==> config.mk <==
export PLATFORM = sky130hd
export DESIGN_NAME = ars_status_top
export DESIGN_NICKNAME = d
export VERILOG_FILES = /design/src/rtl/ars_pkg.sv /design/src/rtl/ars_cs_capture.sv /design/src/rtl/ars_status_top.sv /design/src/rtl/ars_sync.sv
export SDC_FILE = /design/constraint.sdc
export NUM_CORES = 1
export LEC_CHECK = 0
export BUFFER_PORTS_ARGS = -buffer_cell sky130_fd_sc_hd__buf_2
export CAP_MARGIN = 20
export CORE_MARGIN = 10
export CORE_UTILIZATION = 62
export CTS_CLUSTER_DIAMETER = 60
export DETAILED_ROUTE_END_ITERATION = 8
export PLACE_DENSITY = 0.84
export SYNTH_ARGS = -nofsm -noshare
export SYNTH_HDL_FRONTEND = slang
export SYNTH_HIERARCHICAL = 1
export SYNTH_SLANG_ARGS = --single-unit
export TNS_END_PERCENT = 100
==> constraint.sdc <==
create_clock -name clk -period 6.4 [get_ports clk]
set_input_delay 0.96 -clock clk [delete_from_list [all_inputs] [get_ports clk]]
set_output_delay 0.96 -clock clk [all_outputs]
set_load 0.1 [all_outputs]
==> src/rtl/ars_pkg.sv <==
// constants and types shared by the audio receiver status reporting block
// assumes clk is the recovered master clock, nominally 256 times the sample rate
package ars_pkg;

  // channel status block framing
  localparam logic [7:0]  ARS_LAST_FRAME    = 8'hbf;  // 192 frames per block
  localparam logic [7:0]  ARS_BLK_IND_END   = 8'h20;  // first four bytes = 32 frames
  localparam int          ARS_CS_BITS       = 32;
  localparam int          ARS_CS_IDX_W      = 5;

  // error clear: select high for more than this many master clock cycles
  localparam logic [3:0]  ARS_SEL_CLR_CYC   = 4'h8;

  // frequency measurement: three windows per block, first at frame 0
  localparam int          ARS_FREQ_REF_HZ   = 6144000;
  localparam logic [7:0]  ARS_WIN_FRAMES    = 8'h40;
  localparam int          ARS_WIN_N         = 64;
  localparam int          ARS_TOL_DIV       = 25;     // +/- 4 percent acceptance
  localparam int          ARS_REF_CNT_W     = 16;
  localparam int          ARS_NOM_96K       = ARS_FREQ_REF_HZ * ARS_WIN_N / 96000;
  localparam int          ARS_NOM_48K       = ARS_FREQ_REF_HZ * ARS_WIN_N / 48000;
  localparam int          ARS_NOM_44K       = ARS_FREQ_REF_HZ * ARS_WIN_N / 44100;
  localparam int          ARS_NOM_32K       = ARS_FREQ_REF_HZ * ARS_WIN_N / 32000;

  // channel status bit chosen for each parallel pin, per format
  localparam logic [4:0]  ARS_PRO_IDX [5]   = '{5'h01, 5'h02, 5'h03, 5'h04, 5'h08};
  localparam logic [4:0]  ARS_CON_IDX [5]   = '{5'h01, 5'h02, 5'h03, 5'h0f, 5'h18};

  // register map, word indexes decoded from haddr[3:2]
  localparam logic [1:0]  ARS_REG_CTRL      = 2'h0;
  localparam logic [1:0]  ARS_REG_STATUS    = 2'h1;
  localparam logic [1:0]  ARS_REG_CS_SF1    = 2'h2;
  localparam logic [1:0]  ARS_REG_CS_SF2    = 2'h3;
  localparam int          ARS_CTRL_I2S_BIT  = 0;
  localparam logic [31:0] ARS_CTRL_RESET    = 32'h0000_0000;
  localparam int          ARS_ST_ERR_LSB    = 0;
  localparam int          ARS_ST_FREQ_LSB   = 3;
  localparam int          ARS_ST_SEL_BIT    = 6;
  localparam int          ARS_ST_BLK_BIT    = 7;
  localparam int          ARS_ST_FLAG_BIT   = 8;

  typedef enum logic [2:0] {
    ARS_ERR_NONE    = 3'b000,
    ARS_ERR_PARITY  = 3'b001,
    ARS_ERR_BIPHASE = 3'b010,
    ARS_ERR_UNLOCK  = 3'b011
  } ars_err_t;

  typedef enum logic [2:0] {
    ARS_FREQ_NONE = 3'b000,
    ARS_FREQ_96K  = 3'b001,
    ARS_FREQ_48K  = 3'b010,
    ARS_FREQ_44K  = 3'b011,
    ARS_FREQ_32K  = 3'b100
  } ars_freq_t;

endpackage

==> src/rtl/ars_cs_capture.sv <==
// captures the leading channel status bits of one sub-frame stream
// assumes bit_idx is the frame number inside the block
module ars_cs_capture #(
  parameter int W     = 32,
  parameter int IDX_W = 5
) (
  // clock and reset
  input  wire logic             clk,
  input  wire logic             rst,
  // received bits
  input  wire logic             bit_we,
  input  wire logic [IDX_W-1:0] bit_idx,
  input  wire logic             bit_in,
  // collected word
  output logic      [W-1:0]     word
);
  import ars_pkg::*;

  typedef struct packed {
    logic [W-1:0] bits;
  } ars_cap_state_t;

  ars_cap_state_t st;
  ars_cap_state_t next_st;

  always_comb begin
    next_st = st;
    if (bit_we) begin
      next_st.bits[bit_idx] = bit_in;
    end
  end

  always_ff @(posedge clk or posedge rst) begin
    if (rst) begin
      st <= '0;
    end else begin
      st <= next_st;
    end
  end

  assign word = st.bits;

endmodule // ars_cs_capture

==> src/rtl/ars_status_top.sv <==
// status reporting of a digital audio receiver: serial C/U pins, block start,
// six shared pins for channel status or error and frequency codes, AHB-Lite regs
// assumes the decoder presents one strobe per sub-frame on clk (recovered master
// clock); sel and the shared channel/reference pin are asynchronous pins
//
// Behaviour
// channel status bit shifted out serially
// user bit shifted out serially
// I2S mode: serial pins change at fsync edge
// select high: shared pins show channel status
// choice low sub-frame 1, high sub-frame 2
// first pin inverted bit 0, format picks rest
// parallel status refreshed on block start rise
// select low: three pins carry frequency code
// far side gives reference clock long enough
// frequency code updated thrice per block
// compare reference against received rate, 6.144MHz
// shared input: choice or reference by select
// select low: other pins carry error code
// error code prioritized and held until clear
// select high over 8 cycles clears errors
// block start high 4 bytes, low 20
// error flag: parity, biphase or unlock
// master clock runs at 256 times rate
// own encodings and priorities for codes
// select synchronised and high cycles counted
module ars_status_top (
  // clock and reset
  input  wire logic        clk,
  input  wire logic        rst,
  // ahb-lite slave
  input  wire logic        hsel,
  input  wire logic [31:0] haddr,
  input  wire logic [1:0]  htrans,
  input  wire logic        hwrite,
  input  wire logic [2:0]  hsize,
  input  wire logic [31:0] hwdata,
  input  wire logic        hready,
  output logic             hreadyout,
  output logic             hresp,
  output logic      [31:0] hrdata,
  // decoder side, same clock
  input  wire logic        sf_valid,
  input  wire logic        sf_second,
  input  wire logic        sf_block_first,
  input  wire logic        cs_bit_in,
  input  wire logic        user_bit_in,
  input  wire logic        parity_err,
  input  wire logic        biphase_err,
  input  wire logic        pll_unlock,
  input  wire logic        frame_sync,
  // asynchronous pins
  input  wire logic        sel,
  input  wire logic        subframe_choice,
  // serial and flag pins
  output logic             cs_serial,
  output logic             user_serial,
  output logic             block_start_ind,
  output logic             sample_error_flag,
  // shared pins: channel status when sel high, error/frequency when low
  output logic             pro_consumer_flag_n,
  output logic             status_par_bit_a,
  output logic             status_par_bit_b,
  output logic             status_par_bit_c,
  output logic             status_par_bit_d,
  output logic             status_par_bit_e
);
  import ars_pkg::*;

  typedef struct packed {
    logic                     ready;
    logic                     dp_valid;
    logic                     dp_write;
    logic [1:0]               dp_idx;
    logic [31:0]              rdata;
    logic                     i2s_mode;
    logic [7:0]               frame;
    logic                     blk;
    logic                     fsync_prev;
    logic                     cs_hold;
    logic                     u_hold;
    logic                     cs_out;
    logic                     u_out;
    logic                     err_flag;
    ars_err_t                 err_code;
    logic [3:0]               clr_cnt;
    logic [ARS_REF_CNT_W-1:0] ref_cnt;
    logic                     win_ok;
    logic                     ref_prev;
    ars_freq_t                freq_code;
    logic [5:0]               cs_par;
    logic [5:0]               pins;
  } ars_top_state_t;

  ars_top_state_t st;
  ars_top_state_t next_st;

  logic [1:0]                 pin_sync;
  logic                       sel_s;
  logic                       shared_s;
  logic [ARS_CS_BITS-1:0]     cs_word_sf1;
  logic [ARS_CS_BITS-1:0]     cs_word_sf2;
  logic                       cap_we;
  logic                       cap_we_sf1;
  logic                       cap_we_sf2;

  // both pins pass two flip-flops before any logic reads them
  ars_sync #(
    .W        (2)
  ) u_pin_sync (
    .clk      (clk),
    .rst      (rst),
    .async_in ({sel, subframe_choice}),
    .sync_out (pin_sync)
  );

  assign sel_s    = pin_sync[1];
  assign shared_s = pin_sync[0];

  // only the first 32 frames of a block hold the bits shown in parallel
  assign cap_we     = sf_valid && (next_st.frame < ARS_BLK_IND_END);
  assign cap_we_sf1 = cap_we && !sf_second;
  assign cap_we_sf2 = cap_we && sf_second;

  ars_cs_capture #(
    .W       (ARS_CS_BITS),
    .IDX_W   (ARS_CS_IDX_W)
  ) u_cap_sf1 (
    .clk     (clk),
    .rst     (rst),
    .bit_we  (cap_we_sf1),
    .bit_idx (next_st.frame[ARS_CS_IDX_W-1:0]),
    .bit_in  (cs_bit_in),
    .word    (cs_word_sf1)
  );

  ars_cs_capture #(
    .W       (ARS_CS_BITS),
    .IDX_W   (ARS_CS_IDX_W)
  ) u_cap_sf2 (
    .clk     (clk),
    .rst     (rst),
    .bit_we  (cap_we_sf2),
    .bit_idx (next_st.frame[ARS_CS_IDX_W-1:0]),
    .bit_in  (cs_bit_in),
    .word    (cs_word_sf2)
  );

  // window counts are classified with a tolerance band around each nominal rate
  function automatic logic in_band(input logic [ARS_REF_CNT_W-1:0] cnt, input int nom);
    int lo;
    int hi;
    lo = nom - nom / ARS_TOL_DIV;
    hi = nom + nom / ARS_TOL_DIV;
    return (int'(cnt) >= lo) && (int'(cnt) <= hi);
  endfunction

  function automatic ars_freq_t classify(input logic [ARS_REF_CNT_W-1:0] cnt);
    ars_freq_t code;
    code = ARS_FREQ_NONE;
    if (in_band(cnt, ARS_NOM_96K)) begin
      code = ARS_FREQ_96K;
    end else if (in_band(cnt, ARS_NOM_48K)) begin
      code = ARS_FREQ_48K;
    end else if (in_band(cnt, ARS_NOM_44K)) begin
      code = ARS_FREQ_44K;
    end else if (in_band(cnt, ARS_NOM_32K)) begin
      code = ARS_FREQ_32K;
    end
    return code;
  endfunction

  function automatic logic [5:0] cs_pins(input logic [ARS_CS_BITS-1:0] w);
    logic [5:0] p;
    p[0] = ~w[0];
    for (int i = 0; i < 5; i++) begin
      p[i+1] = w[0] ? w[ARS_PRO_IDX[i]] : w[ARS_CON_IDX[i]];
    end
    return p;
  endfunction

  always_comb begin
    logic       take;
    logic       blk_rise;
    logic       win_edge;
    logic       fs_edge;
    logic       err_clear;
    logic       ref_rise;
    ars_err_t   new_err;
    logic [1:0] ridx;
    take      = 1'b0;
    blk_rise  = 1'b0;
    win_edge  = 1'b0;
    fs_edge   = 1'b0;
    err_clear = 1'b0;
    ref_rise  = 1'b0;
    new_err   = ARS_ERR_NONE;
    ridx      = haddr[3:2];
    next_st   = st;

    // bus slave: zero wait states, always OKAY
    next_st.ready = 1'b1;
    if (st.dp_valid && st.dp_write && st.dp_idx == ARS_REG_CTRL) begin
      next_st.i2s_mode = hwdata[ARS_CTRL_I2S_BIT];
    end
    take = hsel && htrans[1] && hready;
    next_st.dp_valid = take && (haddr[31:4] == '0);
    next_st.dp_write = hwrite;
    next_st.dp_idx   = ridx;
    if (take && !hwrite) begin
      next_st.rdata = '0;
      if (haddr[31:4] == '0) begin
        unique case (ridx)
          ARS_REG_CTRL: begin
            next_st.rdata[ARS_CTRL_I2S_BIT] = st.i2s_mode;
            if (st.dp_valid && st.dp_write && st.dp_idx == ARS_REG_CTRL) begin
              next_st.rdata[ARS_CTRL_I2S_BIT] = hwdata[ARS_CTRL_I2S_BIT];
            end
          end
          ARS_REG_STATUS: begin
            next_st.rdata[ARS_ST_ERR_LSB +: 3]  = st.err_code;
            next_st.rdata[ARS_ST_FREQ_LSB +: 3] = st.freq_code;
            next_st.rdata[ARS_ST_SEL_BIT]       = sel_s;
            next_st.rdata[ARS_ST_BLK_BIT]       = st.blk;
            next_st.rdata[ARS_ST_FLAG_BIT]      = st.err_flag;
          end
          ARS_REG_CS_SF1: next_st.rdata = cs_word_sf1;
          ARS_REG_CS_SF2: next_st.rdata = cs_word_sf2;
        endcase
      end
    end

    // frame position; clk is taken as 256 x fs, so frames are sub-frame 1 strobes
    if (sf_valid && !sf_second) begin
      if (sf_block_first || st.frame == ARS_LAST_FRAME) begin
        next_st.frame = '0;
      end else begin
        next_st.frame = st.frame + 8'h01;
      end
      next_st.blk = (next_st.frame < ARS_BLK_IND_END);
      blk_rise    = next_st.blk && !st.blk;
      win_edge    = (next_st.frame[5:0] == '0) && (next_st.frame < ARS_LAST_FRAME);
    end

    // latch the finished block for the chosen sub-frame
    if (blk_rise) begin
      next_st.cs_par = shared_s ? cs_pins(cs_word_sf2) : cs_pins(cs_word_sf1);
    end

    // serial channel status and user bits
    if (sf_valid) begin
      next_st.cs_hold = cs_bit_in;
      next_st.u_hold  = user_bit_in;
    end
    next_st.fsync_prev = frame_sync;
    fs_edge = frame_sync != st.fsync_prev;
    if (st.i2s_mode) begin
      // i2s: bits follow the word clock so they line up with the audio word
      if (fs_edge) begin
        next_st.cs_out = st.cs_hold;
        next_st.u_out  = st.u_hold;
      end
    end else if (sf_valid) begin
      next_st.cs_out = cs_bit_in;
      next_st.u_out  = user_bit_in;
    end

    // per-sample error flag, unlock forces it at once
    if (sf_valid) begin
      next_st.err_flag = parity_err || biphase_err || pll_unlock;
    end else if (pll_unlock) begin
      next_st.err_flag = 1'b1;
    end

    // unlock outranks biphase, biphase outranks parity
    if (pll_unlock) begin
      new_err = ARS_ERR_UNLOCK;
    end else if (sf_valid && biphase_err) begin
      new_err = ARS_ERR_BIPHASE;
    end else if (sf_valid && parity_err) begin
      new_err = ARS_ERR_PARITY;
    end

    // count consecutive high select cycles, saturating
    if (!sel_s) begin
      next_st.clr_cnt = '0;
    end else if (st.clr_cnt != ARS_SEL_CLR_CYC) begin
      next_st.clr_cnt = st.clr_cnt + 4'h1;
    end
    err_clear = sel_s && (st.clr_cnt == ARS_SEL_CLR_CYC);

    // held code only rises; an error in the clearing cycle survives
    if (err_clear) begin
      next_st.err_code = new_err;
    end else if (new_err > st.err_code) begin
      next_st.err_code = new_err;
    end

    // reference edges counted only while the pin is the reference
    next_st.ref_prev = shared_s;
    ref_rise = shared_s && !st.ref_prev && !sel_s;
    if (ref_rise && st.ref_cnt != '1) begin
      next_st.ref_cnt = st.ref_cnt + 1'b1;
    end
    if (sel_s) begin
      next_st.win_ok = 1'b0;
    end
    // evaluate at frames 0, 64 and 128; a window disturbed by select reports none
    if (win_edge) begin
      next_st.freq_code = st.win_ok ? classify(st.ref_cnt) : ARS_FREQ_NONE;
      next_st.ref_cnt   = '0;
      next_st.win_ok    = !sel_s;
    end

    // shared pin contents
    if (sel_s) begin
      next_st.pins = st.cs_par;
    end else begin
      next_st.pins = {st.freq_code, st.err_code};
    end
  end

  always_ff @(posedge clk or posedge rst) begin
    if (rst) begin
      st           <= '0;
      st.i2s_mode  <= ARS_CTRL_RESET[ARS_CTRL_I2S_BIT];
      st.err_code  <= ARS_ERR_NONE;
      st.freq_code <= ARS_FREQ_NONE;
    end else begin
      st <= next_st;
    end
  end

  assign hreadyout           = st.ready;
  assign hresp               = 1'b0 & st.ready;
  assign hrdata              = st.rdata;
  assign cs_serial           = st.cs_out;
  assign user_serial         = st.u_out;
  assign block_start_ind     = st.blk;
  assign sample_error_flag   = st.err_flag;
  assign pro_consumer_flag_n = st.pins[0];
  assign status_par_bit_a    = st.pins[1];
  assign status_par_bit_b    = st.pins[2];
  assign status_par_bit_c    = st.pins[3];
  assign status_par_bit_d    = st.pins[4];
  assign status_par_bit_e    = st.pins[5];

endmodule // ars_status_top

==> src/rtl/ars_sync.sv <==
// two flip-flop synchroniser for asynchronous pin levels
// assumes inputs are quasi-static levels or clocks slower than half of clk
module ars_sync #(
  parameter int W = 1
) (
  // clock and reset
  input  wire logic         clk,
  input  wire logic         rst,
  // levels
  input  wire logic [W-1:0] async_in,
  output logic      [W-1:0] sync_out
);
  import ars_pkg::*;

  typedef struct packed {
    logic [W-1:0] meta;
    logic [W-1:0] stable;
  } ars_sync_state_t;

  ars_sync_state_t st;
  ars_sync_state_t next_st;

  // first stage feeds only the second
  always_comb begin
    next_st.meta   = async_in;
    next_st.stable = st.meta;
  end

  always_ff @(posedge clk or posedge rst) begin
    if (rst) begin
      st <= '0;
    end else begin
      st <= next_st;
    end
  end

  assign sync_out = st.stable;

endmodule // ars_sync

### After elaboration in Yosys (flattened, before gate mapping)

Index checks and enable logic that the tools add are counted.

* register bits after elaboration: 161
* bits of input ports: 85
* output and inout port bits: 44
* logic and storage cells: 136

* add/subtract/negate cells: 3
* order comparisons: 14
* equality and inequality tests: 10
* mux-type cells: 40
* bitwise operators: 2
* reduce and logical (&&, ||, !) cells: 41

Operator list (number)
* 32-bit bitwise mux: 2
* 16-bit by 14-bit <= comparator with 1-bit output (second input constant): 3
* 23-bit case mux with 2 select lines: 1
* 16-bit by 14-bit >= comparator with 1-bit output (second input constant): 2
* 32-bit two-way mux: 1
* 28-bit zero test: 1
* 8-bit case mux with 3 select lines: 1
* 1-bit logical AND: 23
* 3-bit two-way mux: 7
* 17-bit two-way mux: 1
* 16-bit by 1-bit adder with 16-bit output (second input constant): 1
* 16-bit by 12-bit >= comparator with 1-bit output (second input constant): 1
* 16-bit by 13-bit >= comparator with 1-bit output (second input constant): 1
* 16-bit by 13-bit <= comparator with 1-bit output (second input constant): 1
* 8-bit by 6-bit less-than comparator with 1-bit output (second input constant): 2
* 16-bit two-way mux: 1
* 8-bit two-way mux: 2
* 16-bit inequality test (second input constant): 1
* 1-bit two-way mux: 12
* 6-bit two-way mux: 2
* 2-bit two-way mux: 5
* 2-bit nonzero test: 5
* 9-bit two-way mux: 1
* 8-bit by 1-bit adder with 8-bit output (second input constant): 1
* 22 further kinds: 32

### Logic depth before layout (Yosys ltp)

* depth after elaboration: 11
* mapped depth: 10
* mapped depth without buffers: 9

### Modules after synthesis

Netlist, hierarchy kept.

Modules (own cells, without submodules)
* ars_status_top: instances 1, cells each 548, area each 5215.0 sq um, sequential area each 2302.2 sq um
* ars_cs_capture (u_cap_sf1): instances 1, cells each 116, area each 1473.9 sq um, sequential area each 800.8 sq um
* ars_cs_capture (u_cap_sf2): instances 1, cells each 116, area each 1431.4 sq um, sequential area each 800.8 sq um
* ars_sync: instances 1, cells each 5, area each 103.8 sq um, sequential area each 100.1 sq um

### Worst setup path after synthesis

Ideal clock, no wire load.

* kind: in2reg
* start point: input port sf_valid
* end point: register u_cap_sf2.st (netlist bit u_cap_sf2/word[29])
* library setup time: 0.125 ns
* data arrival time: 3.569 ns
* required time: 6.275 ns
* setup slack: 2.706 ns
* cell stages on the path: 9
* path buffers: 2
* cells stage by stage: clkbuf_1 -> nand2b_1 -> clkbuf_1 -> nor2_1 -> mux2i_1 -> o21ai_0 -> nand3_1 -> nor2_1 -> mux2_2

RTL lines
* start: declaration: RTL line ars_status_top.sv:43 `input wire logic sf_valid,`
* end signal: assignment: RTL line ars_cs_capture.sv:37 `st <= next_st;`
* end: declaration: RTL line ars_cs_capture.sv:23 `ars_cap_state_t st;`

### Worst setup path after layout

* start point: register st[48] (netlist bit)
* end point: register u_cap_sf1.st (netlist bit u_cap_sf1/word[24])

* elaborated cells between the ends (all ways): 15
* classes of those cells: add/sub: 1; order compare: 3; eq/ne: 1; mux: 6; reduce/logical: 4

RTL lines
* start: declaration: RTL line ars_status_top.sv:95 `ars_top_state_t st;`
* start signal: assignment: RTL line ars_status_top.sv:330 `st <= next_st;`
* parallel branches: the longest is 4 deep, another holds 8-bit by 1-bit adder with 8-bit output
* 9-bit two-way mux *: RTL line ars_status_top.sv:234 `if (sf_valid && !sf_second) begin`
* 8-bit by 6-bit less-than comparator with 1-bit output *: RTL line ars_status_top.sv:121 `assign cap_we = sf_valid && (next_st.frame < ARS_BLK_IND_END);`
* 1-bit logical AND *: RTL line ars_status_top.sv:121
* 1-bit logical AND *: RTL line ars_status_top.sv:122 `assign cap_we_sf1 = cap_we && !sf_second;`
* net cap_we_sf1: RTL line ars_status_top.sv:104 `logic cap_we_sf1;`
* end signal: assignment: RTL line ars_cs_capture.sv:37
* end: declaration: RTL line ars_cs_capture.sv:23

Mark *: on every way through the listed nets, which the timed path passes. The select of a mux whose other input is x is not followed.
A chain may end at the register's enable or synchronous reset.

==> flow_metrics.py <==
metrics = {
    "run": {
        "maxCapViolations": 0,
    },
    "synth": {
        "yosys.cell_types.count": 62,
        "yosys.area_share.simple_pct": 17.5,
        "synth_fa_ha_area_share_pct": 1.37,
        "synth_top_family_by_area": "simple AND/OR/NAND/NOR gates",
        "synth_mux_area_share_pct": 16.7,
        "synth_ff_type": "dfrtp_1",
        "synthesis.area_sq_um": 8220,
        "synth_xor_area_share_pct": 1.81,
        "syn_avg_cell_area_sq_um": 10.5,
        "syn_inst": 785,
        "ys_warn_count": 6,
        "synth-edff-count": 0,
        "synth_nets": 879,
        "yosysSeqAreaShare_pct": 48.7,
        "synthArstFlopShare_pct": 100,
        "synth_compound_area_share_pct": 8.02,
        "ys_seq_elements": 160,
    },
    "global_route": {
        "grt_pass1_vias": 6069,
        "globalRouteTotalUtil_pct": 21.3,
        "grt-ovfl-total": 0,
        "grt_max_degree": 72,
        "antenna_found_initial": 0,
        "grt_pass1_wl_um": 31200,
    },
    "drt": {
        "wl_per_cell_um": 18.7,
        "wl_um": 19100,
        "drt_iter0_drc": 609,
        "vias": 6010,
        "via_per_inst": 5.91,
        "first_pass_iters": 5,
        "ant_nets": 0,
        "drc": 0,
    },
    "layout": {
        "diodes": 0,
        "nets": 922,
        "area_growth_pct": 11.5,
        "post-route-util_pct": 69.8,
        "drive_gt1_share_pct": 26.6,
        "layoutNonFillerInstCount": 1017,
    },
    "power_and_ir_drop": {
        "p_leak_nw": 4.31,
        "powerDensity_nw_per_um2": 305,
        "ir_drop_mv": 0.165,
    },
    "place": {
        "io_buffer_count": 90,
        "routabilityCongestion": 0.911,
        "pre_cts_slack_ps": 3220,
        "hpwl_um": 12900,
        "place_inst": 985,
    },
    "timing": {
        "hold_viol": 0,
        "rsz0062_at_grt": "false",
        "finalWorstSetupSlack_ps": 3240,
        "slew_viol_final": 0,
        "finalCriticalPeriod_ps": 3160,
        "slew_headroom_pct": 27.7,
        "finalSetupTns_ps": 0,
        "finalCritPeriodShare_pct": 49.4,
        "finalSetupViolations": 0,
        "clock_skew_ps": 5.88,
        "fmax_mhz": 316,
        "worstMarginPinSlew_ps": 1080,
        "holdWs_ps": 350,
    },
    "critical_path": {
        "r2r-end": "u_cap_sf1/word[24]",
        "r2r_start": "st[48]",
        "critPathKind": "flip-flop to flip-flop",
        "path_delay_family": "simple AND/OR/NAND/NOR gates",
        "ff2ff_setup_slack_ps": 3240,
        "critPathLaunchType": "flip-flop",
        "cpMaxStageDelayCell": "or3b_1",
        "rr_worst_depth": 9,
        "crit_chain": "ha_1 -> nand2_1 -> nor2_2 -> a221o_1 -> nand2_1 -> nor2_1 -> or3b_1 -> nor2_1 -> mux2_1",
        "max_stage_delay_ps": 520,
        "end_kind": "flip-flop",
        "critPathMaxFanout": 9,
        "worstPathArrival_ps": 3470,
        "crit_buf_inv": 0,
        "worst_ep_required_time_ps": 6710,
    },
    "die": {
        "dieHeight_um": 135,
        "core_sq_um": 13100,
        "io_pins": 129,
        "rows": 42,
        "initial_core_util_pct": 62.6,
        "die_area_sq_um": 18300,
        "die_w_um": 135,
    },
    "clocking": {
        "root_buffer": "clkbuf_16",
        "post_cts_buffers": 0,
        "cts_resized": 0,
        "h-tree-depth": 4,
        "cts_sinks": 160,
        "clk_latency_ps": 430,
        "clock_path_buffers": 2,
        "hold_buffers": 0,
        "numCtsBuffers": 17,
        "cts_tree": "built",
        "clk_pin_slew_worst_paths_ps": 60,
    },
    "worst_hold_path": {
        "worstHoldPathCells": 0,
        "worstHoldEndpoint": "u_pin_sync/sync_out[0]",
        "hp-class": "flip-flop to flip-flop",
        "hold_path_startpoint": "u_pin_sync/next_st[0]",
    },
    "status": {
        "outcome": "complete, no violations",
    },
}
final cells by class:
cell class | instances | area, sq um
flip-flops and latches | 160 | 4000
fillers | 936 | 3970
multi-input cells | 538 | 3740
repair buffers | 98 | 510
clock buffers | 20 | 437
well taps | 176 | 220
clock inverters | 12 | 205
inverters | 13 | 50.0
through the flow:
stage / power (mW) / cell area, sq um
global route: 2.91 / 9170
finish: 2.79 / 9170
global placement: 1.67 / 8530
floorplan: 1.57 / 8220
CTS: 2.81 / 9170
detailed placement: 1.70 / 8530
state kept, by name, indices dropped and copies added, names as in the netlist:
register and flops:
hreadyout 1, block_start_ind 1, status_par_bit_c 1, status_par_bit_b 1
user_serial 1, status_par_bit_a 1, u_pin_sync/next_st 2, u_pin_sync/sync_out 2
hrdata 32, status_par_bit_d 1, st 49, status_par_bit_e 1
cs_serial 1, pro_consumer_flag_n 1, u_cap_sf1/word 32, sample_error_flag 1
u_cap_sf2/word 32
worst max path at each step:
stage                     startpoint                  to  cells past startpoint  slack (ps)
after floorplan             sf_valid  u_cap_sf2/word[29]                      9        2710
after global placement      sf_valid  u_cap_sf1/word[12]                      7        3310
after detailed placement    sf_valid  u_cap_sf2/word[21]                      7        3220
after CTS                     st[48]  u_cap_sf1/word[24]                      9        3300
after global routing          st[48]  u_cap_sf1/word[12]                      9        3100
final                         st[48]  u_cap_sf1/word[24]                      9        3240
where the power goes:
group          switching [mW]  total, mW  internal (mW)
clock network           0.411       1.11          0.695
logic                   0.295      0.477          0.182
registers              0.0914       1.21           1.12
cell families (layout without fill, tap and decap cells):
group | count (synthesis) | in the layout
and+or+nand+nor | 282 | 282
DFF | 160 | 160
muxes | 121 | 121
AOI/OAI and AO/OA | 107 | 107
buffers and inverters | 87 | 143
xor gates and xnor gates | 17 | 17
adders and majority gates | 9 | 9
other | 2 | 2
synth_stat cells, types with 2 or more instances:
| cell | n | area share [%] |
|---|---|---|
| nand4_1 | 8 | 0.61 |
| nor3_1 | 11 | 0.67 |
| nand2_1 | 97 | 4.4 |
| a21oi_1 | 16 | 0.97 |
| nor2b_1 | 8 | 0.61 |
| and4_1 | 2 | 0.21 |
| nor3b_2 | 8 | 1.2 |
| nand3_1 | 17 | 1.0 |
| mux2_1 | 19 | 2.6 |
| ha_1 | 9 | 1.4 |
| nand3b_1 | 11 | 1.0 |
| clkbuf_1 | 24 | 1.1 |
| nand2b_1 | 4 | 0.30 |
| a22oi_1 | 7 | 0.64 |
| nor2_2 | 3 | 0.23 |
| dfrtp_1 | 160 | 49 |
| xor2_1 | 7 | 0.75 |
| mux2_2 | 60 | 8.2 |
| inv_1 | 13 | 0.59 |
| or3b_1 | 3 | 0.32 |
| o2111ai_1 | 2 | 0.21 |
| nor4_1 | 11 | 0.84 |
| a221oi_2 | 2 | 0.37 |
| a31oi_1 | 5 | 0.38 |
| nor2_1 | 71 | 3.2 |
| and3b_1 | 4 | 0.43 |
| mux2i_1 | 31 | 3.8 |
| mux2_4 | 10 | 1.8 |
| o21ai_0 | 56 | 3.4 |
| or2_2 | 2 | 0.15 |
| conb_1 | 2 | 0.091 |
| nor3_2 | 3 | 0.37 |
| a41oi_1 | 2 | 0.21 |
| and3_1 | 4 | 0.30 |
| buf_1 | 2 | 0.091 |
| a211oi_1 | 4 | 0.37 |
| buf_4 | 34 | 3.1 |
| buf_2 | 13 | 0.79 |
| a21o_1 | 4 | 0.37 |
| xnor2_1 | 10 | 1.1 |
| or3_1 | 5 | 0.38 |
cell usage in the layout (no fill, tap or decap), drive strengths merged, types with 8 or more instances in the layout:
cell	n
nor2b	8
mux2i	31
inv	14
nand3b	11
o21ai	56
nor4	11
nor3b	9
mux2	89
nand2	97
nor3	15
ha	9
dfrtp	160
nor2	74
nand4	8
buf	98
clkbuf	20
xnor2	10
a21oi	17
nand3	17
metal layers:
metal / wire (um) / GRT usage [%] / vias up
met4: 398 / 7.48 / 0
li1: - / - / 2808
met2: 9400 / 35.1 / 208
met1: 7940 / 26.1 / 2955
met5: 0 / 0 / -
met3: 1310 / 6.12 / 39
No activity file was read; power rests on OpenSTA's default activity.
